===== config.mk =====
export PLATFORM = sky130hd
export DESIGN_NAME = dac_global_control
export DESIGN_NICKNAME = d
export VERILOG_FILES = /design/src/include/dac_ctl_pkg.sv /design/src/include/cvt_if.sv /design/src/hdl/cvt_seq.sv /design/src/hdl/dac_global_control.sv
export SDC_FILE = /design/constraint.sdc
export NUM_CORES = 1
export LEC_CHECK = 0
export ABC_CLOCK_PERIOD_IN_PS = 2100
export BUFFER_PORTS_ARGS = -buffer_cell sky130_fd_sc_hd__buf_2
export CORE_ASPECT_RATIO = 1.75
export CORE_MARGIN = 2
export CORE_UTILIZATION = 47
export CTS_CLUSTER_DIAMETER = 40
export DETAILED_ROUTE_END_ITERATION = 8
export PLACE_DENSITY_LB_ADDON = 0.15
export SLEW_MARGIN = 20
export SYNTH_ARGS = -nofsm -noshare
export SYNTH_HDL_FRONTEND = slang
export SYNTH_SLANG_ARGS = --single-unit

===== constraint.sdc =====
create_clock -name I_MCLK -period 2.1 [get_ports I_MCLK]
set_clock_uncertainty 0.1 [all_clocks]
set_input_delay 0.21 -clock I_MCLK [delete_from_list [all_inputs] [get_ports I_MCLK]]
set_output_delay 0.21 -clock I_MCLK [all_outputs]
set_load 0.01 [all_outputs]

===== src/include/dac_ctl_pkg.sv =====
package dac_ctl_pkg;

    // Register map on the host register port.
    localparam logic [11:0] GLOBAL_CTRL_OFS = 12'h0158;
    localparam logic [11:0] GLOBAL_STAT_OFS = 12'h015C;
    localparam logic [31:0] GLOBAL_CTRL_RST = 32'h0000_0000;

    // Number of converters served by the shared control register.
    localparam int CVT_NUM = 2;

    // Field positions, one bit per converter starting at the LSB given.
    localparam int PULSE_REQ_LSB = 0;
    localparam int RESET_REQ_LSB = 16;
    localparam int BUSY_LSB      = 0;
    localparam int FAULT_LSB     = 16;

    // Timing figures in their own units, and the clock they meet.
    localparam int CLK_MHZ       = 200;
    localparam int RST_LOW_NS    = 1000;
    localparam int RECOVER_NS    = 500;
    localparam int CONV_PULSE_NS = 100;

    // Least times round up to whole cycles.
    localparam int RST_LOW_CYC = (RST_LOW_NS * CLK_MHZ + 999) / 1000;
    localparam int RECOVER_CYC = (RECOVER_NS * CLK_MHZ + 999) / 1000;
    localparam int CONV_CYC    = (CONV_PULSE_NS * CLK_MHZ + 999) / 1000;
    localparam int CNT_W       = 8;

    // Conversion mode of one converter, as set by the converter channel logic.
    typedef enum logic [1:0] {
        MODE_SEQUENCER  = 2'h0,
        MODE_MAN_IMMED  = 2'h1,
        MODE_MAN_CTRL   = 2'h2
    } conv_mode_t;

    // Reset and post-reset configuration sequence of one converter.
    typedef enum logic [4:0] {
        ST_IDLE     = 5'h01,
        ST_RST_LOW  = 5'h02,
        ST_RECOVER  = 5'h04,
        ST_CFG_REQ  = 5'h08,
        ST_CFG_WAIT = 5'h10
    } seq_state_t;

endpackage


===== src/include/cvt_if.sv =====
`timescale 1ns/1ps
// Signals between the shared control register and one converter sequencer.
interface cvt_if;
    logic rst_req;
    logic rst_ack;
    logic pulse_req;
    logic pulse_ack;
    logic cfg_done;
    logic xfer_busy;
    logic busy;
    logic rst_n;
    logic conv_pulse;
    logic cfg_req;

    modport seq (
        input  rst_req,
        input  pulse_req,
        input  cfg_done,
        input  xfer_busy,
        output rst_ack,
        output pulse_ack,
        output busy,
        output rst_n,
        output conv_pulse,
        output cfg_req
    );

    modport ctl (
        output rst_req,
        output pulse_req,
        output cfg_done,
        output xfer_busy,
        input  rst_ack,
        input  pulse_ack,
        input  busy,
        input  rst_n,
        input  conv_pulse,
        input  cfg_req
    );
endinterface


===== src/hdl/cvt_seq.sv =====
`timescale 1ns/1ps
module cvt_seq
    import dac_ctl_pkg::*;
(
    input  wire logic i_clk,
    input  wire logic i_rst,
    input  wire logic i_ce,
    cvt_if.seq        bus
);

    seq_state_t       state_r;
    logic [CNT_W-1:0] cnt_r;
    logic             pulse_r;
    logic [CNT_W-1:0] pulse_cnt_r;
    logic [CNT_W-1:0] low_len_r;
    logic [CNT_W-1:0] hi_len_r;

    ////////////////////////////////////////////////////////////////////////////
    // Reset pulse, recovery wait, then one configuration request and its wait.
    always_ff @(posedge i_clk) begin
        if (i_rst) begin
            state_r <= ST_IDLE;
            cnt_r   <= '0;
        end else if (i_ce) begin
            case (state_r)
                ST_IDLE: begin
                    if (bus.rst_req) begin
                        state_r <= ST_RST_LOW;
                        cnt_r   <= CNT_W'(RST_LOW_CYC - 1);
                    end
                end
                ST_RST_LOW: begin
                    if (cnt_r == '0) begin
                        state_r <= ST_RECOVER;
                        cnt_r   <= CNT_W'(RECOVER_CYC - 1);
                    end else begin
                        cnt_r <= cnt_r - 1'b1;
                    end
                end
                ST_RECOVER: begin
                    if (cnt_r == '0) begin
                        state_r <= ST_CFG_REQ;
                    end else begin
                        cnt_r <= cnt_r - 1'b1;
                    end
                end
                ST_CFG_REQ: begin
                    state_r <= ST_CFG_WAIT;
                end
                ST_CFG_WAIT: begin
                    if (bus.cfg_done) begin
                        state_r <= ST_IDLE;
                    end
                end
                default: begin
                    state_r <= ST_IDLE;
                end
            endcase
        end
    end

    // Pulses wait for an idle sequencer so that none starts in a reset cycle.
    assign bus.rst_ack   = (state_r == ST_IDLE) && bus.rst_req;
    assign bus.pulse_ack = bus.pulse_req && !pulse_r && (state_r == ST_IDLE) && !bus.rst_req;

    ////////////////////////////////////////////////////////////////////////////
    // Conversion pulse of fixed width.
    always_ff @(posedge i_clk) begin
        if (i_rst) begin
            pulse_r     <= 1'b0;
            pulse_cnt_r <= '0;
        end else if (i_ce) begin
            if (bus.pulse_ack) begin
                pulse_r     <= 1'b1;
                pulse_cnt_r <= CNT_W'(CONV_CYC - 1);
            end else if (pulse_cnt_r != '0) begin
                pulse_cnt_r <= pulse_cnt_r - 1'b1;
            end else begin
                pulse_r <= 1'b0;
            end
        end
    end

    // Busy also covers serial transfers reported by the transfer engine.
    assign bus.busy       = (state_r != ST_IDLE) || bus.xfer_busy;
    assign bus.rst_n      = (state_r != ST_RST_LOW);
    assign bus.cfg_req    = (state_r == ST_CFG_REQ);
    assign bus.conv_pulse = pulse_r;

    ////////////////////////////////////////////////////////////////////////////
    // Helper counters of the lengths of the reset and pulse levels.
    always_ff @(posedge i_clk) begin
        if (i_rst) begin
            low_len_r <= '0;
            hi_len_r  <= '0;
        end else if (i_ce) begin
            low_len_r <= bus.rst_n ? '0 : low_len_r + 1'b1;
            hi_len_r  <= pulse_r ? hi_len_r + 1'b1 : '0;
        end
    end

    property p_rst_width;
        @(posedge i_clk) disable iff (i_rst)
        $rose(bus.rst_n) |-> (low_len_r == CNT_W'(RST_LOW_CYC));
    endproperty
    a_rst_width: assert property (p_rst_width)
        else $error("Reset pin low for the wrong number of cycles.");

    property p_cfg_after_rst;
        @(posedge i_clk) disable iff (i_rst || !i_ce)
        $rose(bus.rst_n) |-> ##[100:300] bus.cfg_req;
    endproperty
    a_cfg_after_rst: assert property (p_cfg_after_rst)
        else $error("No configuration request after the reset phase.");

    property p_busy_in_reset;
        @(posedge i_clk) disable iff (i_rst)
        (!bus.rst_n || bus.cfg_req || (state_r == ST_CFG_WAIT)) |-> bus.busy;
    endproperty
    a_busy_in_reset: assert property (p_busy_in_reset)
        else $error("Busy clear during reset or configuration.");

    property p_pulse_width;
        @(posedge i_clk) disable iff (i_rst)
        $fell(pulse_r) |-> (hi_len_r == CNT_W'(CONV_CYC));
    endproperty
    a_pulse_width: assert property (p_pulse_width)
        else $error("Conversion pulse has the wrong width.");

    property p_pulse_cause;
        @(posedge i_clk) disable iff (i_rst)
        $rose(pulse_r) |-> $past(bus.pulse_req) && $past(state_r == ST_IDLE);
    endproperty
    a_pulse_cause: assert property (p_pulse_cause)
        else $error("Conversion pulse without a request.");

endmodule


===== src/hdl/dac_global_control.sv =====
`timescale 1ns/1ps
// What this block does
// - One shared control register holds a reset and a pulse request bit per converter.
// - Writing one to bit 16 or 17 drives that converter's active-low reset pin low for a reset.
// - When the recovery wait after the reset phase ends, a configuration request goes to that converter without software.
// - The reset request clears itself and busy stays set through reset and configuration.
// - In manual controlled mode a one in bit 0 or 1 gives one conversion pulse, then clears.
// - In sequencer or manual immediate mode a pulse request gives no pulse and reads back zero.
// - Status bit 0 or 1 shows busy while a transfer or reset is handled, recovery included.
module dac_global_control
    import dac_ctl_pkg::*;
(
    input  wire logic                 I_MCLK,
    input  wire logic                 I_SYS_RST,
    input  wire logic                 i_CE,
    input  wire logic [11:0]          i_REG_ADDR,
    input  wire logic                 i_REG_WR,
    input  wire logic [3:0]           i_REG_BE,
    input  wire logic [31:0]          i_REG_WDATA,
    input  wire logic                 i_REG_RD,
    output      logic [31:0]          o_REG_RDATA,
    output      logic                 o_REG_RVALID,
    input  wire logic [2*CVT_NUM-1:0] i_CVT_MODE,
    input  wire logic [CVT_NUM-1:0]   i_CVT_XFER_BUSY,
    input  wire logic [CVT_NUM-1:0]   i_CVT_CFG_DONE,
    input  wire logic [CVT_NUM-1:0]   i_CVT_FAULT_N,
    output      logic [CVT_NUM-1:0]   o_CVT_RST_N,
    output      logic [CVT_NUM-1:0]   o_CVT_CONV_PULSE,
    output      logic [CVT_NUM-1:0]   o_CVT_CFG_REQ
);

    localparam int RST_BYTE   = RESET_REQ_LSB / 8;
    localparam int PULSE_BYTE = PULSE_REQ_LSB / 8;

    logic [CVT_NUM-1:0] rst_req_r;
    logic [CVT_NUM-1:0] pulse_req_r;
    logic [CVT_NUM-1:0] rst_ack;
    logic [CVT_NUM-1:0] pulse_ack;
    logic [CVT_NUM-1:0] busy;
    logic [CVT_NUM-1:0] manual_ctl;
    logic [CVT_NUM-1:0] fault_r;
    logic               wr_ctrl;
    logic [31:0]        ctrl_view;
    logic [31:0]        stat_view;

    cvt_if u_cvt_if[CVT_NUM] ();

    // Only the documented register takes writes; other addresses are ignored.
    assign wr_ctrl = i_REG_WR && (i_REG_ADDR == GLOBAL_CTRL_OFS);

    ////////////////////////////////////////////////////////////////////////////
    // Per converter: mode decode, sequencer instance and its pin hookup.
    for (genvar i = 0; i < CVT_NUM; i++) begin : g_cvt
        assign manual_ctl[i] = (conv_mode_t'(i_CVT_MODE[2*i +: 2]) == MODE_MAN_CTRL);

        assign u_cvt_if[i].rst_req   = rst_req_r[i];
        // Gated by the live mode so a pending bit never fires after the mode has left.
        assign u_cvt_if[i].pulse_req = pulse_req_r[i] && manual_ctl[i];
        assign u_cvt_if[i].cfg_done  = i_CVT_CFG_DONE[i];
        assign u_cvt_if[i].xfer_busy = i_CVT_XFER_BUSY[i];
        assign rst_ack[i]            = u_cvt_if[i].rst_ack;
        assign pulse_ack[i]          = u_cvt_if[i].pulse_ack;
        assign busy[i]               = u_cvt_if[i].busy;
        assign o_CVT_RST_N[i]        = u_cvt_if[i].rst_n;
        assign o_CVT_CONV_PULSE[i]   = u_cvt_if[i].conv_pulse;
        assign o_CVT_CFG_REQ[i]      = u_cvt_if[i].cfg_req;

        cvt_seq u_seq (
            .i_clk (I_MCLK),
            .i_rst (I_SYS_RST),
            .i_ce  (i_CE),
            .bus   (u_cvt_if[i])
        );

        property p_reset_cause;
            @(posedge I_MCLK) disable iff (I_SYS_RST)
            $fell(o_CVT_RST_N[i]) |-> $past(rst_req_r[i]);
        endproperty
        a_reset_cause: assert property (p_reset_cause)
            else $error("Reset pin fell without a reset request.");

        property p_rst_req_clears;
            @(posedge I_MCLK) disable iff (I_SYS_RST || !i_CE)
            (rst_ack[i] && !(wr_ctrl && i_REG_BE[RST_BYTE] && i_REG_WDATA[RESET_REQ_LSB + i]))
                |=> !rst_req_r[i] && !o_CVT_RST_N[i];
        endproperty
        a_rst_req_clears: assert property (p_rst_req_clears)
            else $error("Reset request did not clear when the reset began.");

        property p_no_pulse_req;
            @(posedge I_MCLK) disable iff (I_SYS_RST || !i_CE)
            !manual_ctl[i] |=> !pulse_req_r[i];
        endproperty
        a_no_pulse_req: assert property (p_no_pulse_req)
            else $error("Pulse request held outside manual controlled mode.");

        property p_pulse_needs_mode;
            @(posedge I_MCLK) disable iff (I_SYS_RST)
            $rose(o_CVT_CONV_PULSE[i]) |-> $past(manual_ctl[i]);
        endproperty
        a_pulse_needs_mode: assert property (p_pulse_needs_mode)
            else $error("Conversion pulse outside manual controlled mode.");

        property p_status_busy;
            @(posedge I_MCLK) disable iff (I_SYS_RST)
            (i_REG_RD && i_CE && (i_REG_ADDR == GLOBAL_STAT_OFS) && !o_CVT_RST_N[i])
                |=> o_REG_RDATA[BUSY_LSB + i];
        endproperty
        a_status_busy: assert property (p_status_busy)
            else $error("Status read shows idle during a reset.");
    end

    ////////////////////////////////////////////////////////////////////////////
    // Request bits: a one sets, zero does nothing, the acknowledge clears.
    // A set in the same cycle as the acknowledge wins, so no request is lost.
    always_ff @(posedge I_MCLK) begin
        if (I_SYS_RST) begin
            rst_req_r   <= GLOBAL_CTRL_RST[RESET_REQ_LSB +: CVT_NUM];
            pulse_req_r <= GLOBAL_CTRL_RST[PULSE_REQ_LSB +: CVT_NUM];
        end else if (i_CE) begin
            for (int i = 0; i < CVT_NUM; i++) begin
                rst_req_r[i] <= (wr_ctrl && i_REG_BE[RST_BYTE]
                                 && i_REG_WDATA[RESET_REQ_LSB + i])
                                || (rst_req_r[i] && !rst_ack[i]);
                // Outside manual controlled mode the bit is dropped at once.
                pulse_req_r[i] <= manual_ctl[i]
                                  && ((wr_ctrl && i_REG_BE[PULSE_BYTE]
                                       && i_REG_WDATA[PULSE_REQ_LSB + i])
                                      || (pulse_req_r[i] && !pulse_ack[i]));
            end
        end
    end

    ////////////////////////////////////////////////////////////////////////////
    // Fault pins are registered so the read data never sees a moving level.
    always_ff @(posedge I_MCLK) begin
        if (I_SYS_RST) begin
            fault_r <= '0;
        end else if (i_CE) begin
            fault_r <= ~i_CVT_FAULT_N;
        end
    end

    // Register views; unused and reserved bits read as zero.
    always_comb begin
        ctrl_view = '0;
        stat_view = '0;
        ctrl_view[RESET_REQ_LSB +: CVT_NUM] = rst_req_r;
        ctrl_view[PULSE_REQ_LSB +: CVT_NUM] = pulse_req_r;
        stat_view[BUSY_LSB +: CVT_NUM]      = busy;
        stat_view[FAULT_LSB +: CVT_NUM]     = fault_r;
    end

    ////////////////////////////////////////////////////////////////////////////
    // Read port: data one cycle after the strobe, zero for an unmapped address.
    always_ff @(posedge I_MCLK) begin
        if (I_SYS_RST) begin
            o_REG_RDATA  <= 32'h0000_0000;
            o_REG_RVALID <= 1'b0;
        end else if (i_CE) begin
            o_REG_RVALID <= i_REG_RD;
            if (i_REG_RD) begin
                case (i_REG_ADDR)
                    GLOBAL_CTRL_OFS: o_REG_RDATA <= ctrl_view;
                    GLOBAL_STAT_OFS: o_REG_RDATA <= stat_view;
                    default:         o_REG_RDATA <= 32'h0000_0000;
                endcase
            end
        end
    end

    property p_reset_clears;
        @(posedge I_MCLK)
        I_SYS_RST |=> (rst_req_r == '0) && (pulse_req_r == '0) && !o_REG_RVALID;
    endproperty
    a_reset_clears: assert property (p_reset_clears)
        else $error("Request bits not zero after system reset.");

    property p_upper_write_inert;
        @(posedge I_MCLK) disable iff (I_SYS_RST || !i_CE)
        (wr_ctrl && (i_REG_WDATA[17:16] == 2'h0) && (i_REG_WDATA[1:0] == 2'h0))
            |=> ($countones(rst_req_r) <= $countones($past(rst_req_r)));
    endproperty
    a_upper_write_inert: assert property (p_upper_write_inert)
        else $error("A zero write raised a reset request.");

endmodule


==> results.sh, run 1 <==
export IMPL_drcViolationCount=0
export IMPL_p_per_area_nw_per_um2=819
export IMPL_max_freq_mhz=488
export IMPL_end_kind="primary output"
export IMPL_dieArea_um2=7890
export IMPL_setup_ws_ps=52.8
export IMPL_first_pass_iters=4
export IMPL_wire_per_inst_um=14.6
export IMPL_grtUsageTotal_pct=22.4
export IMPL_cts_tree="done"
export IMPL_drive_above_1_share_pct=24.4
export IMPL_synth_area_um2=3370
export IMPL_die_w_um=68.0
export IMPL_crit_arrival_ps=1740
export IMPL_synth_warnings=0
export IMPL_setup_violations=0
export IMPL_cp_required_ps=1790
export IMPL_hold_viol=0
export IMPL_drtAntennaViolNets=0
export IMPL_finalPower_mw=3.28
export IMPL_layout_nets=569
export IMPL_ys_seq_area_share_pct=32.7
export IMPL_port_buffer_count=43
export IMPL_vdd_ir_drop_worst_mv=0.493
export IMPL_syn_avg_cell_area_um2=7.82
export IMPL_rsz0062_at_grt="yes"
export IMPL_diodes=0
export IMPL_power_leakage_nw=1.69
export IMPL_grt_max_degree=23
export IMPL_die_h_um=116
export IMPL_ys_types=64
export IMPL_dpl_hpwl_um=6390
export IMPL_synth_edf_count=0
export IMPL_io_pins=102
export IMPL_maxCapViolations=0
export IMPL_antenna_found_initial=0
export IMPL_cts_buffer_depth=2
export IMPL_dpl_cell_count=571
export IMPL_via_per_inst=5.47
export IMPL_ys_async_sr_fraction_pct=0
export IMPL_final_common_cell="dfxtp_1"
export IMPL_final_cells=583
export IMPL_vias=3188
export IMPL_synth_seq_cells=55
export IMPL_grt_ovfl_total=0
export IMPL_netlist_instances=431
export IMPL_grt_pass1_vias=3131
export IMPL_fin_crit_sh_pct=97.5
export IMPL_setup_tns_ps=0
export IMPL_cts_num_sinks=55
export IMPL_cp_max_fo=5
export IMPL_cts_inserted_buffers=5
export IMPL_hold_class="in -> reg"
export IMPL_clkLatencyLatePin_ps=300
export IMPL_syn2layout_area_growth_pct=18.8
export IMPL_period_needed_ps=2050
export IMPL_wl_um=8510
export IMPL_path_class="reg -> out"
export IMPL_maxSlewViolCount=0
export IMPL_mostFrequentLayoutCells="51 x dfxtp_1, 50 x nor2_1, 43 x buf_2, 43 x buf_4, 38 x nand2_1"
export IMPL_start_util_pct=48.8
export IMPL_outcome="finished clean"
export IMPL_grt_first_pass_wirelength_um=13600
export IMPL_crit_path_start_kind="register"
export IMPL_drtIter0Drc=120
export IMPL_rows=40
export IMPL_cts_root_buf="clkbuf_16"
export IMPL_core_area_um2=6910
export IMPL_ys_flop_type="dfxtp_1"
export IMPL_place_congestion=0.818
export IMPL_cts_max_level=2
export IMPL_path_clk_slew_ps=70
export IMPL_pre_cts_slack_ps=3.87
## what timing repair did
item                                    4_1_cts  5_1_grt
hold buffers                                  1        0
buffers inserted                              0        4
hold endpoints to repair                      1        0
pin swaps                                     0        6
gates resized for setup                       1       18
endpoints found under the setup margin        1       18
## flip-flops by register name (all words and copies together), names as in the netlist
name,cells
fault_r,2
g_cvt.u_seq.bus.conv_pulse,2
g_cvt.u_seq.cnt_r,16
g_cvt.u_seq.pulse_cnt_r,16
g_cvt.u_seq.state_r,10
o_REG_RDATA,4
o_REG_RVALID,1
pulse_req_r,2
rst_req_r,2
## cells by family after synthesis
logic type / count (synthesis) / synth area share (%)
AND/OR/NAND/NOR: 170 / 27.3
buffers and inverters: 70 / 11.8
AO/OA/AOI/OAI: 115 / 22.1
multiplexers: 4 / 1.19
other: 1 / 0.111
XOR/XNOR: 9 / 2.34
flip-flops: 55 / 32.7
adder cells (fa/ha/maj): 7 / 2.60
## cells in the mapped netlist, drive strengths merged, types with 3 or more instances
cell type  count  area share [%]
nor3b          4            0.89
a21oi         37             5.5
buf           41             8.5
a221oi         3            0.78
a21o           5             1.1
o21ai         28             4.2
xnor2          3            0.78
nor4          12             2.7
nand4          4            0.74
a32o           3            0.89
nor3          11             1.8
dfxtp         55              33
and4b          3            0.89
nand3          5            0.74
nor2b          4            0.74
or2            3            0.56
clkbuf        13             1.4
ha             7             2.6
o31ai          5             1.3
or3            5            0.93
or4b           4             1.3
a311oi         4             1.0
nand2         38             4.2
nand2b        10             1.9
mux2i          4             1.2
a211oi        12             2.8
nor2          50             5.6
xor2           6             1.6
inv           16             1.8
## power breakdown
| group | switching, mW | leakage [nW] | total, mW | internal [mW] |
|---|---|---|---|---|
| combinational | 0.616 | 1.17 | 1.14 | 0.521 |
| sequential | 0.132 | 0.448 | 1.32 | 1.19 |
| clock | 0.391 | 0.0696 | 0.828 | 0.437 |
| total | 1.14 | 1.69 | 3.28 | 2.14 |
## final timing paths
check / endpoint / from / cells after the start / slack (ps)
min: fault_r[1]$_SDFFE_PP0P_ / i_CVT_FAULT_N[1] / 2 / 4
min reg2reg: o_REG_RDATA[1]$_SDFFE_PP0P_ / o_REG_RDATA[1]$_SDFFE_PP0P_ / 2 / 350
max: o_CVT_RST_N[1] / g_cvt[1].u_seq.state_r[2]$_SDFFE_PP0P_ / 3 / 50
max reg2reg: g_cvt[0].u_seq.cnt_r[7]$_SDFFE_PP0P_ / g_cvt[0].u_seq.cnt_r[0]$_SDFFE_PP0P_ / 7 / 60
## critical path, cell delays in order (launching register included)
cell	delay (ps)
dfxtp_1	370
or3_4	440
or3b_1	460
buf_2	170
## final cells by class
type,count,area [µm²]
sequential,55,1110
inverter,16,60.1
clock buffer,5,125
clock inverter,2,13.8
tap,84,105
multi-input combinational,333,2040
fill,672,2900
timing repair buffer,88,559
## routing by layer
metal  GRT usage (%)  routed length, µm  vias up
li1                -                  -     1620
met1            23.2               3320     1487
met2            42.4               4690       56
met3            3.88                255       25
met4            8.93                243        0
met5               0                  0        -
## through the flow
stage	instance area [µm²]	hold WS, ps	util (%)
final	4010	4.14	58.0
after detailed placement	3760	313	54.4
after global placement	3760	311	54.4
after global routing	4010	1.23	58.0
after floorplan	3470	209	-
after CTS	3910	3.71	56.6
Note: power is estimated with default switching activity, not from simulation.
==> run 2, diff against run 1 <==
Settings changed: CORE_ASPECT_RATIO 1.75 to unset.
==> results.sh, run 2 (synthesis results as in run 1) <==
export IMPL_diodes=0
export IMPL_switchingPower_mw=1.11
export IMPL_pre_cts_slack_ps=13.9
export IMPL_via_per_inst=5.35
export IMPL_final_cells=593
export IMPL_rows=30
export IMPL_clkPwrFrac_pct=24.2
export IMPL_cp_required_ps=2260
export IMPL_clkLatencyLatePin_ps=320
export IMPL_dpl_hpwl_um=5800
export IMPL_place_area_um2=3740
export IMPL_grt_ovfl_total=0
export IMPL_fin_hold_ws_ps=7.64
export IMPL_p_per_area_nw_per_um2=800
export IMPL_maxCapViolations=0
export IMPL_end_kind="register"
export IMPL_cts_root_buf="clkbuf_8"
export IMPL_period_needed_ps=2070
export IMPL_hold_viol=0
export IMPL_antenna_found_initial=0
export IMPL_p_sw_share_pct=34.9
export IMPL_core_area_um2=6870
export IMPL_die_w_um=88.7
export IMPL_vdd_ir_drop_worst_mv=0.451
export IMPL_crit_path_start_kind="register"
export IMPL_cp_max_fo=4
export IMPL_io_pins=102
export IMPL_cts_num_sinks=55
export IMPL_setup_ws_ps=33.6
export IMPL_first_pass_iters=5
export IMPL_drtAntennaViolNets=0
export IMPL_drtIter0Drc=130
export IMPL_maxSlewViolCount=0
export IMPL_holdCritStartpoint="i_REG_WDATA[16]"
export IMPL_reg2reg_from="g_cvt[0].u_seq.cnt_r[1]$_SDFFE_PP0P_"
export IMPL_power_leakage_nw=1.67
export IMPL_rsz0062_at_grt="yes"
export IMPL_final_common_cell="nor2_1"
export IMPL_reg2reg_depth=7
export IMPL_fin_util_pct=58.2
export IMPL_wl_um=7980
export IMPL_hold_class="in -> reg"
export IMPL_fin_crit_sh_pct=98.4
export IMPL_p_comb_share_pct=34.6
export IMPL_cts_max_level=2
export IMPL_path_class="reg -> reg"
export IMPL_drive_above_1_share_pct=24.5
export IMPL_holdPathEnd="rst_req_r[0]$_SDFFE_PP0P_"
export IMPL_design_area_um2=4000
export IMPL_syn2layout_area_growth_pct=18.6
export IMPL_dieArea_um2=7870
export IMPL_r2r_end="g_cvt[0].u_seq.cnt_r[7]$_SDFFE_PP0P_"
export IMPL_holdPathStages=2
export IMPL_grtUsageTotal_pct=21.0
export IMPL_worst_slew_pin_slew_ps=504
export IMPL_grt_pass1_vias=2933
export IMPL_finalPower_mw=3.20
export IMPL_vias=3170
export IMPL_path_clk_slew_ps=110
export IMPL_rrSetupSlack_ps=30
export IMPL_grt_first_pass_wirelength_um=13200
export IMPL_place_congestion=0.853
export IMPL_cts_tree="done"
export IMPL_die_h_um=88.7
export IMPL_wire_per_inst_um=13.5
export IMPL_reg_top3="g_cvt.u_seq.cnt_r x16, g_cvt.u_seq.pulse_cnt_r x16, g_cvt.u_seq.state_r x10"
export IMPL_start_util_pct=49.1
export IMPL_mostFrequentLayoutCells="50 x nor2_1, 49 x dfxtp_1, 43 x buf_2, 40 x buf_4, 38 x nand2_1"
export IMPL_crit_arrival_ps=2230
export IMPL_setup_violations=0
export IMPL_cts_inserted_buffers=5
export IMPL_dpl_cell_count=579
export IMPL_outcome="finished clean"
export IMPL_cts_buffer_depth=2
export IMPL_layout_nets=566
export IMPL_max_freq_mhz=484
export IMPL_setup_tns_ps=0
export IMPL_drcViolationCount=0
export IMPL_max_slew_margin_pct=66.1
export IMPL_grt_max_degree=18
export IMPL_intPower_mw=2.08
export IMPL_power_frac_seq_pct=41.2
export IMPL_port_buffer_count=43
-- run 2: cell count changes in the layout (fill, tap and decap cells not counted), moves of 2 or more --
cell,change
clkbuf_8,+6
buf_4,-3
a21oi_1,-2
dfxtp_1,-2
clkbuf_16,-5
o21ai_1,+2
-- run 2: critical path, stage by stage, from the launching register on --
cell and delay (ps):
dfxtp_2 340, inv_2 70, ha_4 130, or4b_4 470
and4bb_2 360, a211oi_2 40, or3_1 380, a21oi_2 110
-- run 2: routing by layer --
metal	global-route usage, %	wire length, µm
met1	28.3	3960
met2	34.9	3620
met3	3.08	298
met4	6.20	107
met5	0	0
-- run 2: how the worst max path moves through the flow --
stage	startpoint	to	slack, ps
after floorplan	g_cvt[0].u_seq.cnt_r[0]$_SDFFE_PP0P_	g_cvt[0].u_seq.cnt_r[7]$_SDFFE_PP0P_	20
after global placement	g_cvt[0].u_seq.cnt_r[0]$_SDFFE_PP0P_	g_cvt[0].u_seq.cnt_r[7]$_SDFFE_PP0P_	30
after detailed placement	g_cvt[0].u_seq.cnt_r[1]$_SDFFE_PP0P_	g_cvt[0].u_seq.cnt_r[7]$_SDFFE_PP0P_	10
after CTS	g_cvt[0].u_seq.cnt_r[0]$_SDFFE_PP0P_	g_cvt[0].u_seq.cnt_r[6]$_SDFFE_PP0P_	10
after global routing	g_cvt[0].u_seq.cnt_r[1]$_SDFFE_PP0P_	g_cvt[0].u_seq.cnt_r[7]$_SDFFE_PP0P_	-40
final	g_cvt[0].u_seq.cnt_r[1]$_SDFFE_PP0P_	g_cvt[0].u_seq.cnt_r[7]$_SDFFE_PP0P_	30
-- run 2: power by group through the flow --
| stage | clock [mW] | combinational [mW] | sequential, mW |
|---|---|---|---|
| floorplan | 0 | 0.894 | 1.30 |
| global placement | 0 | 1.06 | 1.33 |
| detailed placement | 0 | 1.08 | 1.33 |
| CTS | 0.780 | 1.09 | 1.31 |
| global route | 0.824 | 1.28 | 1.34 |
| finish | 0.774 | 1.11 | 1.32 |
-- run 2: timing repair --
action,CTS,global route
endpoints found under the hold margin,2,0
setup endpoints to repair,1,22
pin swaps,1,8
buffers inserted,1,3
resized for setup,1,24
hold buffers,2,0
-- run 2: layout make-up --
cell class | instances | area, µm²
sequential | 55 | 1110
fill | 656 | 2870
inverter | 16 | 60.1
timing repair buffer | 85 | 536
clock inverter | 2 | 38.8
tap | 96 | 120
clock buffer | 6 | 82.6
multi-input combinational | 333 | 2050
